===== src/ep_rx_pkg.sv =====
// shared constants, enumerations and carriers of the endpoint receive control
package ep_rx_pkg;
    localparam int DATA_W = 16;
    localparam int ADDR_W = 32;
    localparam logic [31:0] RX_CTRL_OFS = 32'h5000186E;
    localparam logic [31:0] EP_CFG_OFS = 32'h50001870;
    // receive control fields
    localparam int RXC_EN_BIT = 0;
    localparam int RXC_SKIP_BIT = 2;
    localparam int RXC_FLUSH_BIT = 3;
    localparam int RXC_WARN_LO = 5;
    localparam int RXC_WARN_HI = 6;
    // endpoint configuration fields
    localparam int EPC_NUM_LO = 0;
    localparam int EPC_NUM_HI = 3;
    localparam int EPC_ACTIVE_BIT = 4;
    localparam int EPC_ISO_BIT = 5;
    localparam int EPC_STALL_BIT = 7;
    localparam logic [15:0] REG_RESET = 16'h0000;
    // warning thresholds in empty bytes
    localparam logic [1:0] WARN_OFF = 2'h0;
    localparam logic [1:0] WARN_5 = 2'h1;
    localparam logic [1:0] WARN_9 = 2'h2;
    localparam int WARN_LIM_5 = 5;
    localparam int WARN_LIM_9 = 9;
    localparam int WARN_LIM_17 = 17;
    localparam int FIFO_DEPTH = 64;

    typedef enum logic [1:0] {
        TOK_OUT = 2'b00,
        TOK_IN = 2'b01,
        TOK_SETUP = 2'b10,
        TOK_OTHER = 2'b11
    } tok_kind_e;

    typedef enum logic [1:0] {
        HS_ACK = 2'b00,
        HS_NAK = 2'b01,
        HS_STALL = 2'b10
    } hs_pid_e;

    typedef enum logic [2:0] {
        ST_IDLE = 3'b000,
        ST_RX_DATA = 3'b001,
        ST_RX_SETUP = 3'b010,
        ST_SETUP_DUP = 3'b011,
        ST_DROP = 3'b100
    } rx_state_e;

    typedef struct packed {
        logic valid;
        tok_kind_e kind;
        logic [6:0] dev_addr;
        logic [3:0] ep_num;
    } token_s;

    typedef struct packed {
        logic valid;
        hs_pid_e pid;
    } handshake_s;

    typedef struct packed {
        logic stall;
        logic iso;
        logic active;
        logic [3:0] num;
    } ep_cfg_s;
endpackage


===== src/ep_rx_fifo.sv =====
// receive fifo in flip-flops with flush of both pointers
`timescale 1ns/100ps
module ep_rx_fifo #(
    parameter int WIDTH = 8,
    parameter int DEPTH = ep_rx_pkg::FIFO_DEPTH
) (
    // clock and reset
    input wire logic mclk,
    input wire logic rst,
    // control
    input wire logic flush,
    input wire logic push,
    input wire logic [WIDTH-1:0] push_data,
    input wire logic pop,
    // status and data
    output logic [WIDTH-1:0] pop_data,
    output logic full,
    output logic empty,
    output logic [$clog2(DEPTH):0] count
);
    localparam int AW = $clog2(DEPTH);
    logic [WIDTH-1:0] mem_r [DEPTH];
    logic [AW-1:0] wr_ptr_r;
    logic [AW-1:0] rd_ptr_r;
    logic [AW:0] count_r;
    logic do_push;
    logic do_pop;

    assign full = (count_r == (AW+1)'(DEPTH));
    assign empty = (count_r == '0);
    assign count = count_r;
    assign do_push = push && !full;
    assign do_pop = pop && !empty;

    always_ff @(posedge mclk) begin
        if (do_push) begin
            mem_r[wr_ptr_r] <= push_data;
        end
    end

    always_ff @(posedge mclk) begin
        if (rst || flush) begin
            wr_ptr_r <= '0;
            rd_ptr_r <= '0;
            count_r <= '0;
        end else begin
            if (do_push) begin
                wr_ptr_r <= wr_ptr_r + 1'b1;
            end
            if (do_pop) begin
                rd_ptr_r <= rd_ptr_r + 1'b1;
            end
            if (do_push && !do_pop) begin
                count_r <= count_r + 1'b1;
            end else if (do_pop && !do_push) begin
                count_r <= count_r - 1'b1;
            end
        end
    end

    always_ff @(posedge mclk) begin
        if (rst || flush) begin
            pop_data <= '0;
        end else if (do_pop) begin
            pop_data <= mem_r[rd_ptr_r];
        end
    end
endmodule


===== src/ep_token_match.sv =====
// address match of a token and the endpoint's answer to an IN token
`timescale 1ns/100ps
module ep_token_match (
    // token and configuration
    input ep_rx_pkg::token_s tok,
    input wire logic [6:0] function_id_register,
    input ep_rx_pkg::ep_cfg_s cfg,
    // transmit side state
    input wire logic tx_fifo_en,
    input wire logic tx_fifo_empty,
    // results
    output logic hit,
    output ep_rx_pkg::handshake_s in_hs
);
    import ep_rx_pkg::*;

    // an inactive endpoint never matches, so nothing downstream answers
    assign hit = tok.valid && cfg.active && (tok.dev_addr == function_id_register)
                 && (tok.ep_num == cfg.num);

    always_comb begin
        in_hs = '{valid: 1'b0, pid: HS_ACK};
        if (hit && tok.kind == TOK_IN && tx_fifo_en) begin
            if (cfg.stall) begin
                in_hs = '{valid: 1'b1, pid: HS_STALL};
            end else if (tx_fifo_empty && !cfg.iso) begin
                in_hs = '{valid: 1'b1, pid: HS_NAK};
            end
        end
    end
endmodule


===== src/usb_endpoint_rx_control.sv =====
// receive control and configuration of one usb endpoint with its receive fifo
// Functional notes
// - A one written to the flush bit empties the receive fifo, resets both pointers, idles.
// - With the skip bit set, SETUP tokens to this endpoint's address are ignored.
// - OUT reception is disarmed after each data packet and after a STALL to an OUT token.
// - SETUP packets are accepted whatever the receive enable bit holds.
// - A repeated SETUP with no non-SETUP token between is discarded but still ACKed.
// - A SETUP that cannot be taken for any other reason gets no handshake.
// - With halt set, an IN token meets STALL while the transmit fifo is enabled.
// - With halt set, an OUT token meets STALL while the receive fifo is enabled.
// - The halt bit never makes a STALL for a SETUP token.
// - An isochronous endpoint never sends NAK, neither for IN nor for OUT.
// - An active endpoint matches tokens on its 4-bit number and the 7-bit device address.
// - An inactive endpoint answers no token at all.
// - The endpoint number is a 4-bit read/write field in the low configuration bits.
// - The warning limit selects none, or a warning below 5, 9 or 17 empty bytes.
`timescale 1ns/100ps
module usb_endpoint_rx_control #(
    parameter int FIFO_DEPTH = ep_rx_pkg::FIFO_DEPTH
) (
    // clock and reset
    input wire logic mclk,
    input wire logic rst,
    // register port
    input wire logic [ep_rx_pkg::ADDR_W-1:0] reg_addr,
    input wire logic [ep_rx_pkg::DATA_W-1:0] reg_wdata,
    input wire logic reg_wr,
    input wire logic reg_rd,
    output logic [ep_rx_pkg::DATA_W-1:0] reg_rdata,
    // device address from the function address register
    input wire logic [6:0] function_id_register,
    // bus engine: tokens and received packet
    input ep_rx_pkg::token_s tok,
    input wire logic pkt_byte_valid,
    input wire logic [7:0] pkt_byte,
    input wire logic pkt_end_ok,
    input wire logic pkt_end_err,
    // bus engine: transmit side state
    input wire logic tx_fifo_en,
    input wire logic tx_fifo_empty,
    // handshake to send
    output ep_rx_pkg::handshake_s hs,
    // firmware side of the receive fifo
    input wire logic fifo_pop,
    output logic [7:0] fifo_data,
    output logic [$clog2(FIFO_DEPTH):0] fifo_count,
    output logic rx_warn,
    output logic setup_seen
);
    import ep_rx_pkg::*;

    localparam int CW = $clog2(FIFO_DEPTH) + 1;

    ep_cfg_s cfg_r;
    logic rx_en_r;
    logic skip_r;
    logic [1:0] warn_sel_r;
    logic flush_pend_r;
    rx_state_e state_r;
    logic setup_held_r;
    logic ovf_r;
    handshake_s hs_r;
    logic [DATA_W-1:0] rdata_r;
    logic setup_seen_r;

    logic hit;
    handshake_s in_hs;
    logic wr_rxc;
    logic wr_epc;
    logic flush_do;
    logic fifo_full;
    logic fifo_empty;
    logic fifo_push;
    logic [CW-1:0] free_bytes;
    logic pkt_done;
    logic hit_setup;
    logic hit_out;

    // threshold in empty bytes for a warning code; zero disables
    function automatic logic [CW-1:0] warn_limit(input logic [1:0] sel);
        logic [CW-1:0] lim;
        lim = '0;
        case (sel)
            WARN_OFF: lim = '0;
            WARN_5: lim = CW'(WARN_LIM_5);
            WARN_9: lim = CW'(WARN_LIM_9);
            default: lim = CW'(WARN_LIM_17);
        endcase
        return lim;
    endfunction

    assign wr_rxc = reg_wr && (reg_addr == RX_CTRL_OFS);
    assign wr_epc = reg_wr && (reg_addr == EP_CFG_OFS);
    assign pkt_done = pkt_end_ok || pkt_end_err;
    assign hit_setup = hit && tok.kind == TOK_SETUP;
    assign hit_out = hit && tok.kind == TOK_OUT;

    ep_token_match u_match (
        .tok(tok),
        .function_id_register(function_id_register),
        .cfg(cfg_r),
        .tx_fifo_en(tx_fifo_en),
        .tx_fifo_empty(tx_fifo_empty),
        .hit(hit),
        .in_hs(in_hs)
    );

    // the flush only acts while no packet is landing in the fifo
    assign flush_do = flush_pend_r && state_r == ST_IDLE;
    // duplicate and dropped packets never reach the fifo
    assign fifo_push = pkt_byte_valid && (state_r == ST_RX_DATA || state_r == ST_RX_SETUP);

    ep_rx_fifo #(
        .WIDTH(8),
        .DEPTH(FIFO_DEPTH)
    ) u_fifo (
        .mclk(mclk),
        .rst(rst),
        .flush(flush_do),
        .push(fifo_push),
        .push_data(pkt_byte),
        .pop(fifo_pop),
        .pop_data(fifo_data),
        .full(fifo_full),
        .empty(fifo_empty),
        .count(fifo_count)
    );

    assign free_bytes = CW'(FIFO_DEPTH) - fifo_count;
    assign rx_warn = (warn_sel_r != WARN_OFF) && (free_bytes < warn_limit(warn_sel_r));

    // endpoint configuration
    always_ff @(posedge mclk) begin
        if (rst) begin
            cfg_r <= '0;
        end else if (wr_epc) begin
            cfg_r.num <= reg_wdata[EPC_NUM_HI:EPC_NUM_LO];
            cfg_r.active <= reg_wdata[EPC_ACTIVE_BIT];
            cfg_r.iso <= reg_wdata[EPC_ISO_BIT];
            cfg_r.stall <= reg_wdata[EPC_STALL_BIT];
        end
    end

    // receive control fields written by firmware
    always_ff @(posedge mclk) begin
        if (rst) begin
            skip_r <= 1'b0;
            warn_sel_r <= '0;
        end else if (wr_rxc) begin
            skip_r <= reg_wdata[RXC_SKIP_BIT];
            warn_sel_r <= reg_wdata[RXC_WARN_HI:RXC_WARN_LO];
        end
    end

    // flush request stays pending until the fifo is idle; a new request beats the clear
    always_ff @(posedge mclk) begin
        if (rst) begin
            flush_pend_r <= 1'b0;
        end else if (wr_rxc && reg_wdata[RXC_FLUSH_BIT]) begin
            flush_pend_r <= 1'b1;
        end else if (flush_do) begin
            flush_pend_r <= 1'b0;
        end
    end

    // receive enable: firmware arms it, the endpoint disarms it; the arming write wins
    always_ff @(posedge mclk) begin
        if (rst) begin
            rx_en_r <= 1'b0;
        end else if (wr_rxc && reg_wdata[RXC_EN_BIT]) begin
            rx_en_r <= 1'b1;
        end else if (state_r == ST_RX_DATA && pkt_done) begin
            rx_en_r <= 1'b0;
        end else if (hit_out && rx_en_r && cfg_r.stall && state_r == ST_IDLE) begin
            rx_en_r <= 1'b0;
        end
    end

    // receive state machine
    always_ff @(posedge mclk) begin
        if (rst || flush_do) begin
            state_r <= ST_IDLE;
        end else begin
            case (state_r)
                ST_IDLE: begin
                    if (hit_setup && !skip_r) begin
                        if (setup_held_r) begin
                            state_r <= ST_SETUP_DUP;
                        end else if (flush_pend_r) begin
                            state_r <= ST_DROP;
                        end else begin
                            state_r <= ST_RX_SETUP;
                        end
                    end else if (hit_out && rx_en_r && !cfg_r.stall) begin
                        state_r <= ST_RX_DATA;
                    end
                end
                ST_RX_DATA, ST_RX_SETUP, ST_SETUP_DUP, ST_DROP: begin
                    if (pkt_done) begin
                        state_r <= ST_IDLE;
                    end
                end
                default: state_r <= ST_IDLE;
            endcase
        end
    end

    // a setup that lands cleanly is held until a non-setup token to this endpoint is seen
    always_ff @(posedge mclk) begin
        if (rst) begin
            setup_held_r <= 1'b0;
        end else if (state_r == ST_RX_SETUP && pkt_end_ok) begin
            setup_held_r <= 1'b1;
        end else if (hit && tok.kind != TOK_SETUP) begin
            setup_held_r <= 1'b0;
        end
    end

    // overrun inside the current data packet
    always_ff @(posedge mclk) begin
        if (rst || state_r == ST_IDLE) begin
            ovf_r <= 1'b0;
        end else if (pkt_byte_valid && fifo_full) begin
            ovf_r <= 1'b1;
        end
    end

    // setup arrival flag for firmware, cleared by reading the receive control
    always_ff @(posedge mclk) begin
        if (rst) begin
            setup_seen_r <= 1'b0;
        end else if (state_r == ST_RX_SETUP && pkt_end_ok) begin
            setup_seen_r <= 1'b1;
        end else if (reg_rd && reg_addr == RX_CTRL_OFS) begin
            setup_seen_r <= 1'b0;
        end
    end

    // handshake choice, one cycle after its cause
    always_ff @(posedge mclk) begin
        if (rst) begin
            hs_r <= '{valid: 1'b0, pid: HS_ACK};
        end else begin
            hs_r <= '{valid: 1'b0, pid: HS_ACK};
            if (in_hs.valid) begin
                hs_r <= in_hs;
            end else if (state_r == ST_IDLE && hit_out) begin
                if (rx_en_r && cfg_r.stall) begin
                    hs_r <= '{valid: 1'b1, pid: HS_STALL};
                end else if (!rx_en_r && !cfg_r.iso) begin
                    hs_r <= '{valid: 1'b1, pid: HS_NAK};
                end
            end else if (pkt_end_ok) begin
                case (state_r)
                    ST_RX_SETUP, ST_SETUP_DUP: hs_r <= '{valid: 1'b1, pid: HS_ACK};
                    ST_RX_DATA: begin
                        // isochronous data carries no handshake at all
                        if (!cfg_r.iso) begin
                            hs_r <= '{valid: 1'b1, pid: ovf_r ? HS_NAK : HS_ACK};
                        end
                    end
                    default: hs_r <= '{valid: 1'b0, pid: HS_ACK};
                endcase
            end
        end
    end

    assign hs = hs_r;
    assign setup_seen = setup_seen_r;

    // register read, answered in the next cycle; unmapped addresses read zero
    always_ff @(posedge mclk) begin
        if (rst) begin
            rdata_r <= '0;
        end else if (reg_rd) begin
            rdata_r <= '0;
            if (reg_addr == RX_CTRL_OFS) begin
                rdata_r[RXC_EN_BIT] <= rx_en_r;
                rdata_r[RXC_SKIP_BIT] <= skip_r;
                rdata_r[RXC_FLUSH_BIT] <= flush_pend_r;
                rdata_r[RXC_WARN_HI:RXC_WARN_LO] <= warn_sel_r;
            end else if (reg_addr == EP_CFG_OFS) begin
                rdata_r[EPC_NUM_HI:EPC_NUM_LO] <= cfg_r.num;
                rdata_r[EPC_ACTIVE_BIT] <= cfg_r.active;
                rdata_r[EPC_ISO_BIT] <= cfg_r.iso;
                rdata_r[EPC_STALL_BIT] <= cfg_r.stall;
            end
        end else begin
            rdata_r <= '0;
        end
    end

    assign reg_rdata = rdata_r;

    AST_FLUSH_EMPTIES: assert property (@(posedge mclk) disable iff (rst)
        flush_do |=> fifo_empty && state_r == ST_IDLE && !flush_pend_r)
        else $error("flush did not empty the fifo");

    AST_FLUSH_WAITS: assert property (@(posedge mclk) disable iff (rst)
        flush_pend_r && state_r == ST_RX_DATA && pkt_byte_valid && !fifo_full && !fifo_pop
        |=> fifo_count == $past(fifo_count) + 1'b1)
        else $error("flush cut into a reception");

    AST_SKIP_SETUP: assert property (@(posedge mclk) disable iff (rst)
        hit_setup && skip_r && state_r == ST_IDLE |=> state_r == ST_IDLE)
        else $error("ignored setup was taken");

    AST_DISARM_AFTER_DATA: assert property (@(posedge mclk) disable iff (rst)
        state_r == ST_RX_DATA && pkt_done && !wr_rxc |=> !rx_en_r)
        else $error("reception stayed armed after a packet");

    AST_SETUP_ALWAYS: assert property (@(posedge mclk) disable iff (rst)
        hit_setup && !skip_r && state_r == ST_IDLE && !setup_held_r && !flush_pend_r
        |=> state_r == ST_RX_SETUP)
        else $error("setup refused");

    AST_DUP_SETUP_ACK: assert property (@(posedge mclk) disable iff (rst)
        state_r == ST_SETUP_DUP && pkt_end_ok |=> hs.valid && hs.pid == HS_ACK ##1 !hs.valid)
        else $error("duplicate setup not acknowledged");

    AST_DROP_SILENT: assert property (@(posedge mclk) disable iff (rst)
        state_r == ST_DROP && pkt_done && !in_hs.valid |=> !hs.valid)
        else $error("dropped setup got a handshake");

    AST_OUT_STALL: assert property (@(posedge mclk) disable iff (rst)
        state_r == ST_IDLE && hit_out && rx_en_r && cfg_r.stall && !wr_rxc
        |=> hs.valid && hs.pid == HS_STALL && !rx_en_r)
        else $error("halted out token not stalled");

    AST_SETUP_NO_STALL: assert property (@(posedge mclk) disable iff (rst)
        hs.valid && hs.pid == HS_STALL |-> $past(hit) && $past(tok.kind) != TOK_SETUP)
        else $error("stall given to a setup");

    AST_ISO_NO_NAK: assert property (@(posedge mclk) disable iff (rst)
        $past(cfg_r.iso) |-> !(hs.valid && hs.pid == HS_NAK))
        else $error("isochronous endpoint sent nak");

    AST_INACTIVE_SILENT: assert property (@(posedge mclk) disable iff (rst)
        tok.valid && !cfg_r.active && state_r == ST_IDLE |=> !hs.valid)
        else $error("inactive endpoint answered");

    AST_RESET_CLEAR: assert property (@(posedge mclk)
        $past(rst) |-> cfg_r == '0 && !rx_en_r && !skip_r && warn_sel_r == '0)
        else $error("control bits not cleared by reset");
endmodule


===== config.mk =====
export PLATFORM = sky130hd
export DESIGN_NAME = usb_endpoint_rx_control
export DESIGN_NICKNAME = d
export VERILOG_FILES = /design/src/ep_rx_pkg.sv /design/src/ep_rx_fifo.sv /design/src/ep_token_match.sv /design/src/usb_endpoint_rx_control.sv
export SDC_FILE = /design/constraint.sdc
export NUM_CORES = 1
export LEC_CHECK = 0
export BUFFER_PORTS_ARGS = -buffer_cell sky130_fd_sc_hd__buf_2
export CAP_MARGIN = 20
export CORE_MARGIN = 4
export CORE_UTILIZATION = 31
export DETAILED_ROUTE_END_ITERATION = 10
export PLACE_DENSITY = 0.55
export SETUP_SLACK_MARGIN = 0.5
export SYNTH_ARGS = -nofsm -noshare
export SYNTH_HDL_FRONTEND = slang
export SYNTH_HIERARCHICAL = 1
export SYNTH_SLANG_ARGS = --single-unit

===== constraint.sdc =====
create_clock -name mclk -period 3 [get_ports mclk]
set_input_delay 0.3 -clock mclk [delete_from_list [all_inputs] [get_ports mclk]]
set_output_delay 0.3 -clock mclk [all_outputs]
set_load 0.05 [all_outputs]

After elaboration in Yosys (flattened, before gate mapping)

Memories as Yosys holds them, arrays and structs flattened. A register that Yosys moved wholly into a read port is not among the register bits.
Index checks and enable logic that the tools add are counted.

Reductions and logical operators: 60
Bitwise gates (word level): 3
Eq/ne operators: 16
$add $sub $neg: 5
Mux-type cells: 35
Magnitude comparators: 1

Operator list:

| cell                                              | count |
|---|---|
| == test 32 x 31 -> 1 bit (second input constant)  | 2 |
| two-way mux 3 bit                                 | 14 |
| logical AND 1 bit                                 | 32 |
| case mux 5 bit (3 select lines)                   | 1 |
| two-way mux 1 bit                                 | 14 |
| two-way mux 7 bit                                 | 2 |
| adder 6 x 1 -> 6 bit (second input constant)      | 2 |
| case mux 3 bit (2 select lines)                   | 2 |
| nonzero test 2 bit                                | 5 |
| zero test 1 bit                                   | 8 |
| OR reduction 4 bit                                | 2 |
| adder 7 x 1 -> 7 bit (second input constant)      | 1 |
| == test 7 bit                                     | 1 |
| == test 7 bit (second input constant)             | 1 |
| zero test 7 bit                                   | 1 |
| < comparator 7 bit                                | 1 |
| subtractor 7 x 1 -> 7 bit (second input constant) | 1 |
| subtractor 7 bit (first input constant)           | 1 |
| == test 3 x 2 -> 1 bit (second input constant)    | 2 |
| two-way mux 6 bit                                 | 1 |
| == test 2 x 1 -> 1 bit (second input constant)    | 2 |
| == test 2 bit (second input constant)             | 2 |
| == test 4 bit                                     | 1 |
| zero test 2 bit                                   | 2 |
| other kinds (12)                                  | 19 |

Memories: 1
Register bits after elaboration: 56
Bits of input ports: 87
Bits in writable memories: 512

Memories:

| name         | words | bits a word | read ports | clocked after memory_dff | write ports | line             | source |
|---|---|---|---|---|---|---|---|
| u_fifo.mem_r | 64    | 8           | 1          | 1                        | 1           | ep_rx_fifo.sv:22 | `logic [WIDTH-1:0] mem_r [DEPTH];` |

Longest topological paths before layout

Gate-level depths: netlist of the first run.

Depth after elaboration: 10
Gate-level depth with buffers: 14
Gate-level depth less buffers: 13

Modules after synthesis

Netlist of the first run, hierarchy kept.

Modules (own cells, without submodules):

| module                  | cells each | area each (µm²) | times used |
|---|---|---|---|
| ep_rx_fifo              | 1139       | 21380.5         | 1 |
| usb_endpoint_rx_control | 163        | 1615.3          | 1 |
| ep_token_match          | 24         | 181.4           | 1 |

Worst setup path before layout of the first run

OpenSTA, ideal clock, no wires.

Path type: register to output
Start: reg u_fifo.count_r[0] (netlist: u_fifo/count[0])
End: out rx_warn
Arrival: 2.904 ns
Cell stages (with the launch flop): 9
Buffers on the path: 0
Setup slack: -0.204 ns
Path through: dfxtp_1 inv_1 ha_1 xnor2_1 ha_1 o31a_1 o21ai_0 nand2b_1 a2111oi_2

Word-level cells in the longest chain between the ends: 3

RTL lines:

| item                     | line                           | source |
|---|---|---|
| start: declaration       | ep_rx_fifo.sv:25               | `logic [AW:0] count_r;` |
| start signal: assignment | ep_rx_fifo.sv:54               | `count_r <= count_r + 1'b1;` |
| start signal: assignment | ep_rx_fifo.sv:56               | `count_r <= count_r - 1'b1;` |
| subtractor 7 bit         | usb_endpoint_rx_control.sv:129 | `assign free_bytes = CW'(FIFO_DEPTH) - fifo_count;` |
| < comparator 7 bit       | usb_endpoint_rx_control.sv:130 | `assign rx_warn = (warn_sel_r != WARN_OFF) && (free_bytes < warn_limit(warn_sel_r));` |
| logical AND 1 bit        | usb_endpoint_rx_control.sv:130 |  |
| end: declaration         | usb_endpoint_rx_control.sv:47  | `output logic rx_warn,` |

Every way passes these cells.

Final worst setup path of the first run

Start: reg u_fifo.count_r[1] (netlist: u_fifo/count[1])
End: out rx_warn

The elaborated chain is that of the path after synthesis.

==> impl_metrics.xml, run 1 <==
<?xml version="1.0" encoding="UTF-8"?>
<metrics>
  <group name="pwr">
    <metric name="cellLeakagePower" unit="nW">9.049</metric>
    <metric name="vdd.ir_drop.worst" unit="V">0.0004805</metric>
    <metric name="power_frac_seq" unit="%">53.8</metric>
    <metric name="clock_power_share" unit="%">44.5</metric>
    <metric name="p_per_area" unit="nW/um^2">574.3</metric>
    <metric name="swShare" unit="%">19.85</metric>
    <metric name="comb_power_share" unit="%">1.7</metric>
    <metric name="p_int" unit="mW">12.81</metric>
    <metric name="switching_pwr" unit="mW">3.174</metric>
  </group>
  <group name="setup_path">
    <metric name="worstSetupEndpointType" unit="">output port</metric>
    <metric name="cp-start-kind" unit="">flop</metric>
    <metric name="ff2ff_path_depth" unit="">14</metric>
    <metric name="critical_path_required" unit="ps">2700</metric>
    <metric name="worst-path-max-fanout" unit="">7</metric>
    <metric name="worst_ep_arrival_time" unit="ps">2450</metric>
    <metric name="path_class" unit="">reg -&gt; out</metric>
  </group>
  <group name="layout">
    <metric name="insertedDiodeCount" unit="">0</metric>
    <metric name="layout.filler_cells" unit="">6849</metric>
    <metric name="design.final.nets" unit="">1669</metric>
    <metric name="drive_gt1_share" unit="%">30.69</metric>
    <metric name="flow.area_growth_from_synthesis" unit="%">20.13</metric>
    <metric name="final_cell_count_no_fill" unit="">2575</metric>
  </group>
  <group name="route">
    <metric name="viasPerCell" unit="">4.912</metric>
    <metric name="via_count" unit="">12648</metric>
    <metric name="route.antenna.remaining_nets" unit="">0</metric>
    <metric name="drt_drc_violations_left" unit="">0</metric>
    <metric name="drt-wirelength-per-cell" unit="um">21.63</metric>
    <metric name="detail_route.first_pass.iterations" unit="">5</metric>
    <metric name="detailedRoute.firstIterationViolations" unit="">984</metric>
    <metric name="wl" unit="mm">55.70</metric>
  </group>
  <group name="clock_tree">
    <metric name="cts_buffers" unit="">58</metric>
    <metric name="cts.sinks" unit="">568</metric>
    <metric name="path_clk_slew" unit="ps">60</metric>
    <metric name="cts_tree" unit="">built</metric>
    <metric name="root_buffer" unit="">clkbuf_16</metric>
    <metric name="clk_path_buf_depth" unit="">3</metric>
    <metric name="h-tree-depth" unit="">2</metric>
    <metric name="insertion_delay" unit="ps">610</metric>
  </group>
  <group name="logic_synthesis">
    <metric name="netlist_instances" unit="">1325</metric>
    <metric name="synth_warnings" unit="">6</metric>
    <metric name="post_synth.cell_area_avg" unit="um^2">17.49</metric>
    <metric name="netlist_area" unit="um^2">23170</metric>
  </group>
  <group name="global_route">
    <metric name="grt_max_degree" unit="">65</metric>
    <metric name="gr_overflow_total" unit="">0</metric>
    <metric name="number_of_antenna_violations_at_the_first_check_in_global_routing" unit="">0</metric>
    <metric name="grt_pass1_wl" unit="mm">83.36</metric>
    <metric name="global_route.usage.total" unit="%">13.95</metric>
    <metric name="number_of_global_route_vias_before_repair" unit="">13139</metric>
  </group>
  <group name="status">
    <metric name="status" unit="">completed</metric>
  </group>
  <group name="die">
    <metric name="io-pin-count" unit="">123</metric>
    <metric name="die_w" unit="um">281.4</metric>
    <metric name="design.die.area" unit="um^2">79190</metric>
    <metric name="die_h" unit="um">281.4</metric>
    <metric name="floorplan.core_area" unit="um^2">73580</metric>
    <metric name="std_cell_rows" unit="">99</metric>
    <metric name="initial_core_util" unit="%">31.50</metric>
  </group>
  <group name="sta">
    <metric name="setup_violations" unit="">0</metric>
    <metric name="clock_tree_skew_after_final_layout" unit="ps">22.81</metric>
    <metric name="headroom_to_the_max_slew_limit" unit="%">44.58</metric>
    <metric name="final-max-slew-violation-count" unit="">0</metric>
    <metric name="grt_setup_unrepaired" unit="">true</metric>
    <metric name="timing.final.crit_period" unit="ps">2755</metric>
    <metric name="final_hold_viol_count" unit="">0</metric>
    <metric name="timing.final.crit_share" unit="%">91.82</metric>
    <metric name="totalNegativeSetupSlack" unit="ps">0</metric>
    <metric name="max_clock_freq" unit="GHz">0.3630</metric>
    <metric name="worst_slack" unit="ps">245.5</metric>
    <metric name="worstMarginPinSlew" unit="ps">823.8</metric>
  </group>
  <group name="placed_design">
    <metric name="routabilityCongestion" unit="">0.8212</metric>
    <metric name="buffer_ports.inserted" unit="">106</metric>
    <metric name="place_hpwl" unit="mm">35.73</metric>
    <metric name="place_ws" unit="ps">303.8</metric>
    <metric name="place.detailed.instances" unit="">2439</metric>
  </group>
  <group name="run">
    <metric name="cap_viol_max_count" unit="">0</metric>
  </group>
  <group name="min_path">
    <metric name="worst_hold_path_type" unit="">in -&gt; reg</metric>
    <metric name="hold_path_depth" unit="">4</metric>
  </group>
</metrics>
## final cells by class
type                            instances  area, um^2  area share (%)
Clock buffer                           66        1481           5.321
Sequential cell                       568       16530           59.39
Multi-Input combinational cell        675        6375           22.90
Tap cell                              959        1200           4.310
Timing Repair Buffer                  251        1797           6.454
Inverter                               14       60.06          0.2157
Clock inverter                         42       392.9           1.411
## power by group through the flow
stage	clock (mW)	sequential (mW)	combinational, mW
2_1_floorplan	0	8.78	0.0652
3_3_place_gp	0	8.77	0.261
3_5_place_dp	0	8.77	0.270
4_1_cts	7.29	8.60	0.281
5_1_grt	7.64	8.60	0.301
6_report	7.11	8.60	0.276
## metal layers
layer	global-route usage, %	wire length (um)	share of wire (%)	vias to the layer above
li1	-	-	-	5758
met1	18.67	24380	44	6539
met2	23.84	27690	50	264
met3	1.673	2043	3.7	87
met4	4.551	1581	2.8	0
met5	0	0	0	-
## flip-flops by register name, summed over array words and instances, names as in the netlist
signal / cells
setup_held_r: 1
skip_r: 1
u_fifo/count: 7
warn_sel_r: 2
ovf_r: 1
u_fifo/rd_ptr_r: 6
u_fifo/mem_r: 512
flush_pend_r: 1
cfg_r: 7
hs: 3
setup_seen: 1
rx_en_r: 1
state_r: 3
reg_rdata: 8
u_fifo/pop_data: 8
u_fifo/wr_ptr_r: 6
## through the flow
stage | hold slack [ps] | power, mW | utilization, % | cell area (um^2)
6_report | 58.30 | 15.99 | 37.84 | 27840
5_1_grt | 68.85 | 16.54 | 37.84 | 27840
4_1_cts | 9.379 | 16.18 | 37.61 | 27670
3_5_place_dp | 451.4 | 9.045 | 34.67 | 25510
3_3_place_gp | 449.8 | 9.035 | 34.67 | 25510
2_1_floorplan | 379.3 | 8.845 | - | 23280
## worst max-delay path: stages, from the launching register on
cell and delay [ps]:
dfxtp_4 360, buf_12 130, or4_4 500, nor4_4 240, a21oi_2 70, a2111oi_4 340, buf_6 210
## timing repair
item,4_1_cts,5_1_grt
cloned,1,0
hold buffers,9,0
setup endpoints to repair,236,240
pin swaps,14,19
endpoints found under the hold margin,13,0
resized for setup,21,21
buffers inserted,10,8
## cell usage in the layout, fill, tap and decap left out, drive strengths merged, types with 9 or more instances in the layout
master and count:
a22oi 9, buf 242, nor3 13, nor4 13, o22ai 20, edfxtp 512, mux4 92, xnor2 14
mux2i 98, nand2 40, mux2 15, o21ai 30, inv 14, ha 13, dlygate4sd3 9, a211oi 12
dfxtp 56, nand3 23, a21oi 31, nor2 121, clkbuf 66, xor2 15, clkinv 31
## final timing paths
check,start,to,slack [ps]
worst max register to register,u_fifo/count[2]$_SDFFE_PP0P_,u_fifo/count[5]$_SDFFE_PP0P_,430
worst max-delay path,u_fifo/count[1]$_SDFFE_PP0P_,rx_warn,250
worst min register to register,setup_held_r$_SDFFE_PP0P_,setup_held_r$_SDFFE_PP0P_,450
worst min-delay path,tok[11],setup_held_r$_SDFFE_PP0P_,60
(Power assumes the default switching activity.)
==> run 2, diff against run 1 <==
CTS_BUF_LIST = sky130_fd_sc_hd__clkbuf_4   (was not set)
==> impl_metrics.xml, run 2 (synthesis gave the netlist of run 1 again) <==
<?xml version="1.0" encoding="UTF-8"?>
<metrics>
  <group name="route">
    <metric name="detail_route.first_pass.iterations" unit="">5</metric>
    <metric name="detailedRoute.firstIterationViolations" unit="">877</metric>
    <metric name="viasPerCell" unit="">4.838</metric>
    <metric name="via_count" unit="">13458</metric>
    <metric name="wl" unit="mm">57.49</metric>
    <metric name="drt_drc_violations_left" unit="">0</metric>
    <metric name="drt-wirelength-per-cell" unit="um">20.67</metric>
    <metric name="route.antenna.remaining_nets" unit="">0</metric>
  </group>
  <group name="pwr">
    <metric name="vdd.ir_drop.worst" unit="V">0.0003594</metric>
    <metric name="p_per_area" unit="nW/um^2">550.4</metric>
    <metric name="total_power" unit="mW">15.68</metric>
    <metric name="cellLeakagePower" unit="nW">9.499</metric>
  </group>
  <group name="sta">
    <metric name="grt_setup_unrepaired" unit="">true</metric>
    <metric name="worstMarginPinSlew" unit="ps">809.8</metric>
    <metric name="timing.final.crit_period" unit="ps">3063</metric>
    <metric name="timing.final.crit_share" unit="%">102.1</metric>
    <metric name="final_hold_viol_count" unit="">0</metric>
    <metric name="final-max-slew-violation-count" unit="">0</metric>
    <metric name="worst_slack" unit="ps">-62.70</metric>
    <metric name="setup_violations" unit="">1</metric>
    <metric name="hold-worst-slack" unit="ps">64.96</metric>
    <metric name="headroom_to_the_max_slew_limit" unit="%">46.01</metric>
    <metric name="clock_tree_skew_after_final_layout" unit="ps">50.55</metric>
    <metric name="totalNegativeSetupSlack" unit="ps">-62.70</metric>
    <metric name="max_clock_freq" unit="GHz">0.3265</metric>
  </group>
  <group name="clock_tree">
    <metric name="clk_path_buf_depth" unit="">3</metric>
    <metric name="h-tree-depth" unit="">4</metric>
    <metric name="path_clk_slew" unit="ps">60</metric>
    <metric name="cts.sinks" unit="">568</metric>
    <metric name="cts_tree" unit="">built</metric>
    <metric name="root_buffer" unit="">clkbuf_4</metric>
    <metric name="insertion_delay" unit="ps">960</metric>
    <metric name="cts_buffers" unit="">149</metric>
  </group>
  <group name="die">
    <metric name="design.die.area" unit="um^2">79190</metric>
    <metric name="floorplan.core_area" unit="um^2">73580</metric>
    <metric name="die_h" unit="um">281.4</metric>
    <metric name="die_w" unit="um">281.4</metric>
    <metric name="initial_core_util" unit="%">31.50</metric>
    <metric name="io-pin-count" unit="">123</metric>
    <metric name="std_cell_rows" unit="">99</metric>
  </group>
  <group name="placed_design">
    <metric name="place.detailed.instances" unit="">2439</metric>
    <metric name="routabilityCongestion" unit="">0.8212</metric>
    <metric name="dpl_cell_area" unit="um^2">25510</metric>
    <metric name="place_ws" unit="ps">303.8</metric>
    <metric name="place_hpwl" unit="mm">35.73</metric>
    <metric name="buffer_ports.inserted" unit="">106</metric>
  </group>
  <group name="layout">
    <metric name="design_area" unit="um^2">28490</metric>
    <metric name="most-common-layout-cells" unit="">edfxtp_1 (512), clkbuf_4 (215), nor2_1 (120)</metric>
    <metric name="flow.area_growth_from_synthesis" unit="%">22.95</metric>
    <metric name="final_cell_count_no_fill" unit="">2782</metric>
    <metric name="drive_gt1_share" unit="%">35.02</metric>
    <metric name="layout.filler_cells" unit="">6915</metric>
    <metric name="register_with_the_highest_flop_count" unit="">u_fifo/mem_r</metric>
    <metric name="finalCoreUtilization" unit="%">38.72</metric>
    <metric name="mostFrequentLayoutCell" unit="">edfxtp_1</metric>
    <metric name="multiInputGateArea" unit="um^2">6381</metric>
    <metric name="largest_register_ffs" unit="">512</metric>
    <metric name="design.final.nets" unit="">1818</metric>
    <metric name="sequential_cell_area_in_the_final_layout" unit="um^2">16530</metric>
  </group>
  <group name="setup_path">
    <metric name="worstSetupEndpointType" unit="">output port</metric>
    <metric name="cp-start-kind" unit="">flop</metric>
    <metric name="crit_buf_inv" unit="">2</metric>
    <metric name="reg2reg_from" unit="">u_fifo/count[1]$_SDFFE_PP0P_</metric>
    <metric name="path_class" unit="">reg -&gt; out</metric>
    <metric name="worstPathCellList" unit="">inv_2 &gt; ha_4 &gt; xnor2_1 &gt; ha_1 &gt; o31a_1 &gt; o21ai_1 &gt; nand2b_1 &gt; a2111oi_4 &gt; buf_6</metric>
    <metric name="critical_path_required" unit="ps">2700</metric>
    <metric name="setup_slack_on_the_worst_flop_to_flop_path" unit="ps">340</metric>
    <metric name="setup.worst_path.end" unit="">rx_warn</metric>
    <metric name="crit_path_start" unit="">u_fifo/count[1]$_SDFFE_PP0P_</metric>
    <metric name="ff2ff_path_depth" unit="">15</metric>
    <metric name="critical_path.max_stage_delay" unit="ps">370</metric>
    <metric name="critical_path.top_delay_family" unit="">compound AO/OA/AOI/OAI gates</metric>
    <metric name="worst_ep_arrival_time" unit="ps">2760</metric>
    <metric name="crit_slowest_cell" unit="">dfxtp_4</metric>
    <metric name="regToRegEndpoint" unit="">u_fifo/count[6]$_SDFFE_PP0P_</metric>
    <metric name="worst-path-max-fanout" unit="">2</metric>
    <metric name="timing.critical_path.depth" unit="">9</metric>
  </group>
  <group name="global_route">
    <metric name="number_of_antenna_violations_at_the_first_check_in_global_routing" unit="">1</metric>
    <metric name="global_route.usage.total" unit="%">14.59</metric>
    <metric name="grt_max_degree" unit="">65</metric>
    <metric name="grt_pass1_wl" unit="mm">86.12</metric>
    <metric name="number_of_global_route_vias_before_repair" unit="">14278</metric>
    <metric name="gr_overflow_total" unit="">0</metric>
  </group>
  <group name="status">
    <metric name="status" unit="">finished, violations left</metric>
    <metric name="failing_checks" unit="">setup timing</metric>
  </group>
  <group name="run">
    <metric name="cap_viol_max_count" unit="">0</metric>
  </group>
  <group name="min_path">
    <metric name="worst_hold_path_type" unit="">in -&gt; reg</metric>
  </group>
</metrics>
run 2: changes by cell type in the layout (fill, tap and decap cells not counted), sizes merged:
cell / previous run / this run
buf: 242 / 238
bufinv: 7 / 4
clkbuf: 66 / 215
clkinv: 31 / 29
diode: 0 / 1
dlygate4sd3: 9 / 71
inv: 14 / 18
run 2: cell type report:
cell class                 instances  share of cell area (%)
multi-input combinational        675                   22.40
tap                              959                   4.211
timing repair buffer             309                   8.418
clock buffer                     215                   5.665
sequential                       568                   58.02
antenna                            1                0.008783
inverter                          14                  0.2108
clock inverter                    41                   1.071
run 2: metal layers:
layer	GRT usage, %	vias to the layer above	share of wire, %
met4	5.171	0	2.3
met2	24.41	359	50
met1	18.38	6854	42
li1	-	6157	-
met5	0	-	0
met3	3.900	88	5.2
run 2: worst reg2reg max path, cell delays in order, from the launching register on:
cell	delay (ps)
dfxtp_4	360
buf_12	130
buf_8	120
nor4_4	190
nand2_1	90
o21a_1	220
inv_4	70
ha_4	170
inv_6	50
ha_4	230
nor2b_4	120
o21ai_2	160
a21boi_2	90
o211a_1	230
o31ai_2	200
o41ai_2	100
run 2: power breakdown:
group / internal (mW) / leakage (nW) / switching, mW
combinational: 0.117 / 3.31 / 0.211
sequential: 8.60 / 5.06 / 0.000409
clock: 3.64 / 1.13 / 3.11
run 2: repair_timing:
item / in CTS / in global routing
hold endpoints to repair: 322 / 11
hold buffers: 68 / 5
gates cloned: 1 / 0
endpoints found under the setup margin: 266 / 94
gates resized for setup: 30 / 16
buffers inserted: 11 / 3
pin swaps: 14 / 7
run 2: worst min-delay path by stage:
stage,slack [ps],to,startpoint,depth (start not counted)
finish,60,cfg_r[0]$_SDFFE_PP0P_,reg_addr[27],7
global route,20,cfg_r[0]$_SDFFE_PP0P_,reg_addr[27],7
CTS,0.5,state_r[1]$_SDFFE_PP0P_,function_id_register[1],7
detailed placement,450,setup_held_r$_SDFFE_PP0P_,setup_held_r$_SDFFE_PP0P_,2
global placement,450,setup_held_r$_SDFFE_PP0P_,setup_held_r$_SDFFE_PP0P_,2
floorplan,380,ovf_r$_SDFFE_PP0P_,rst,1
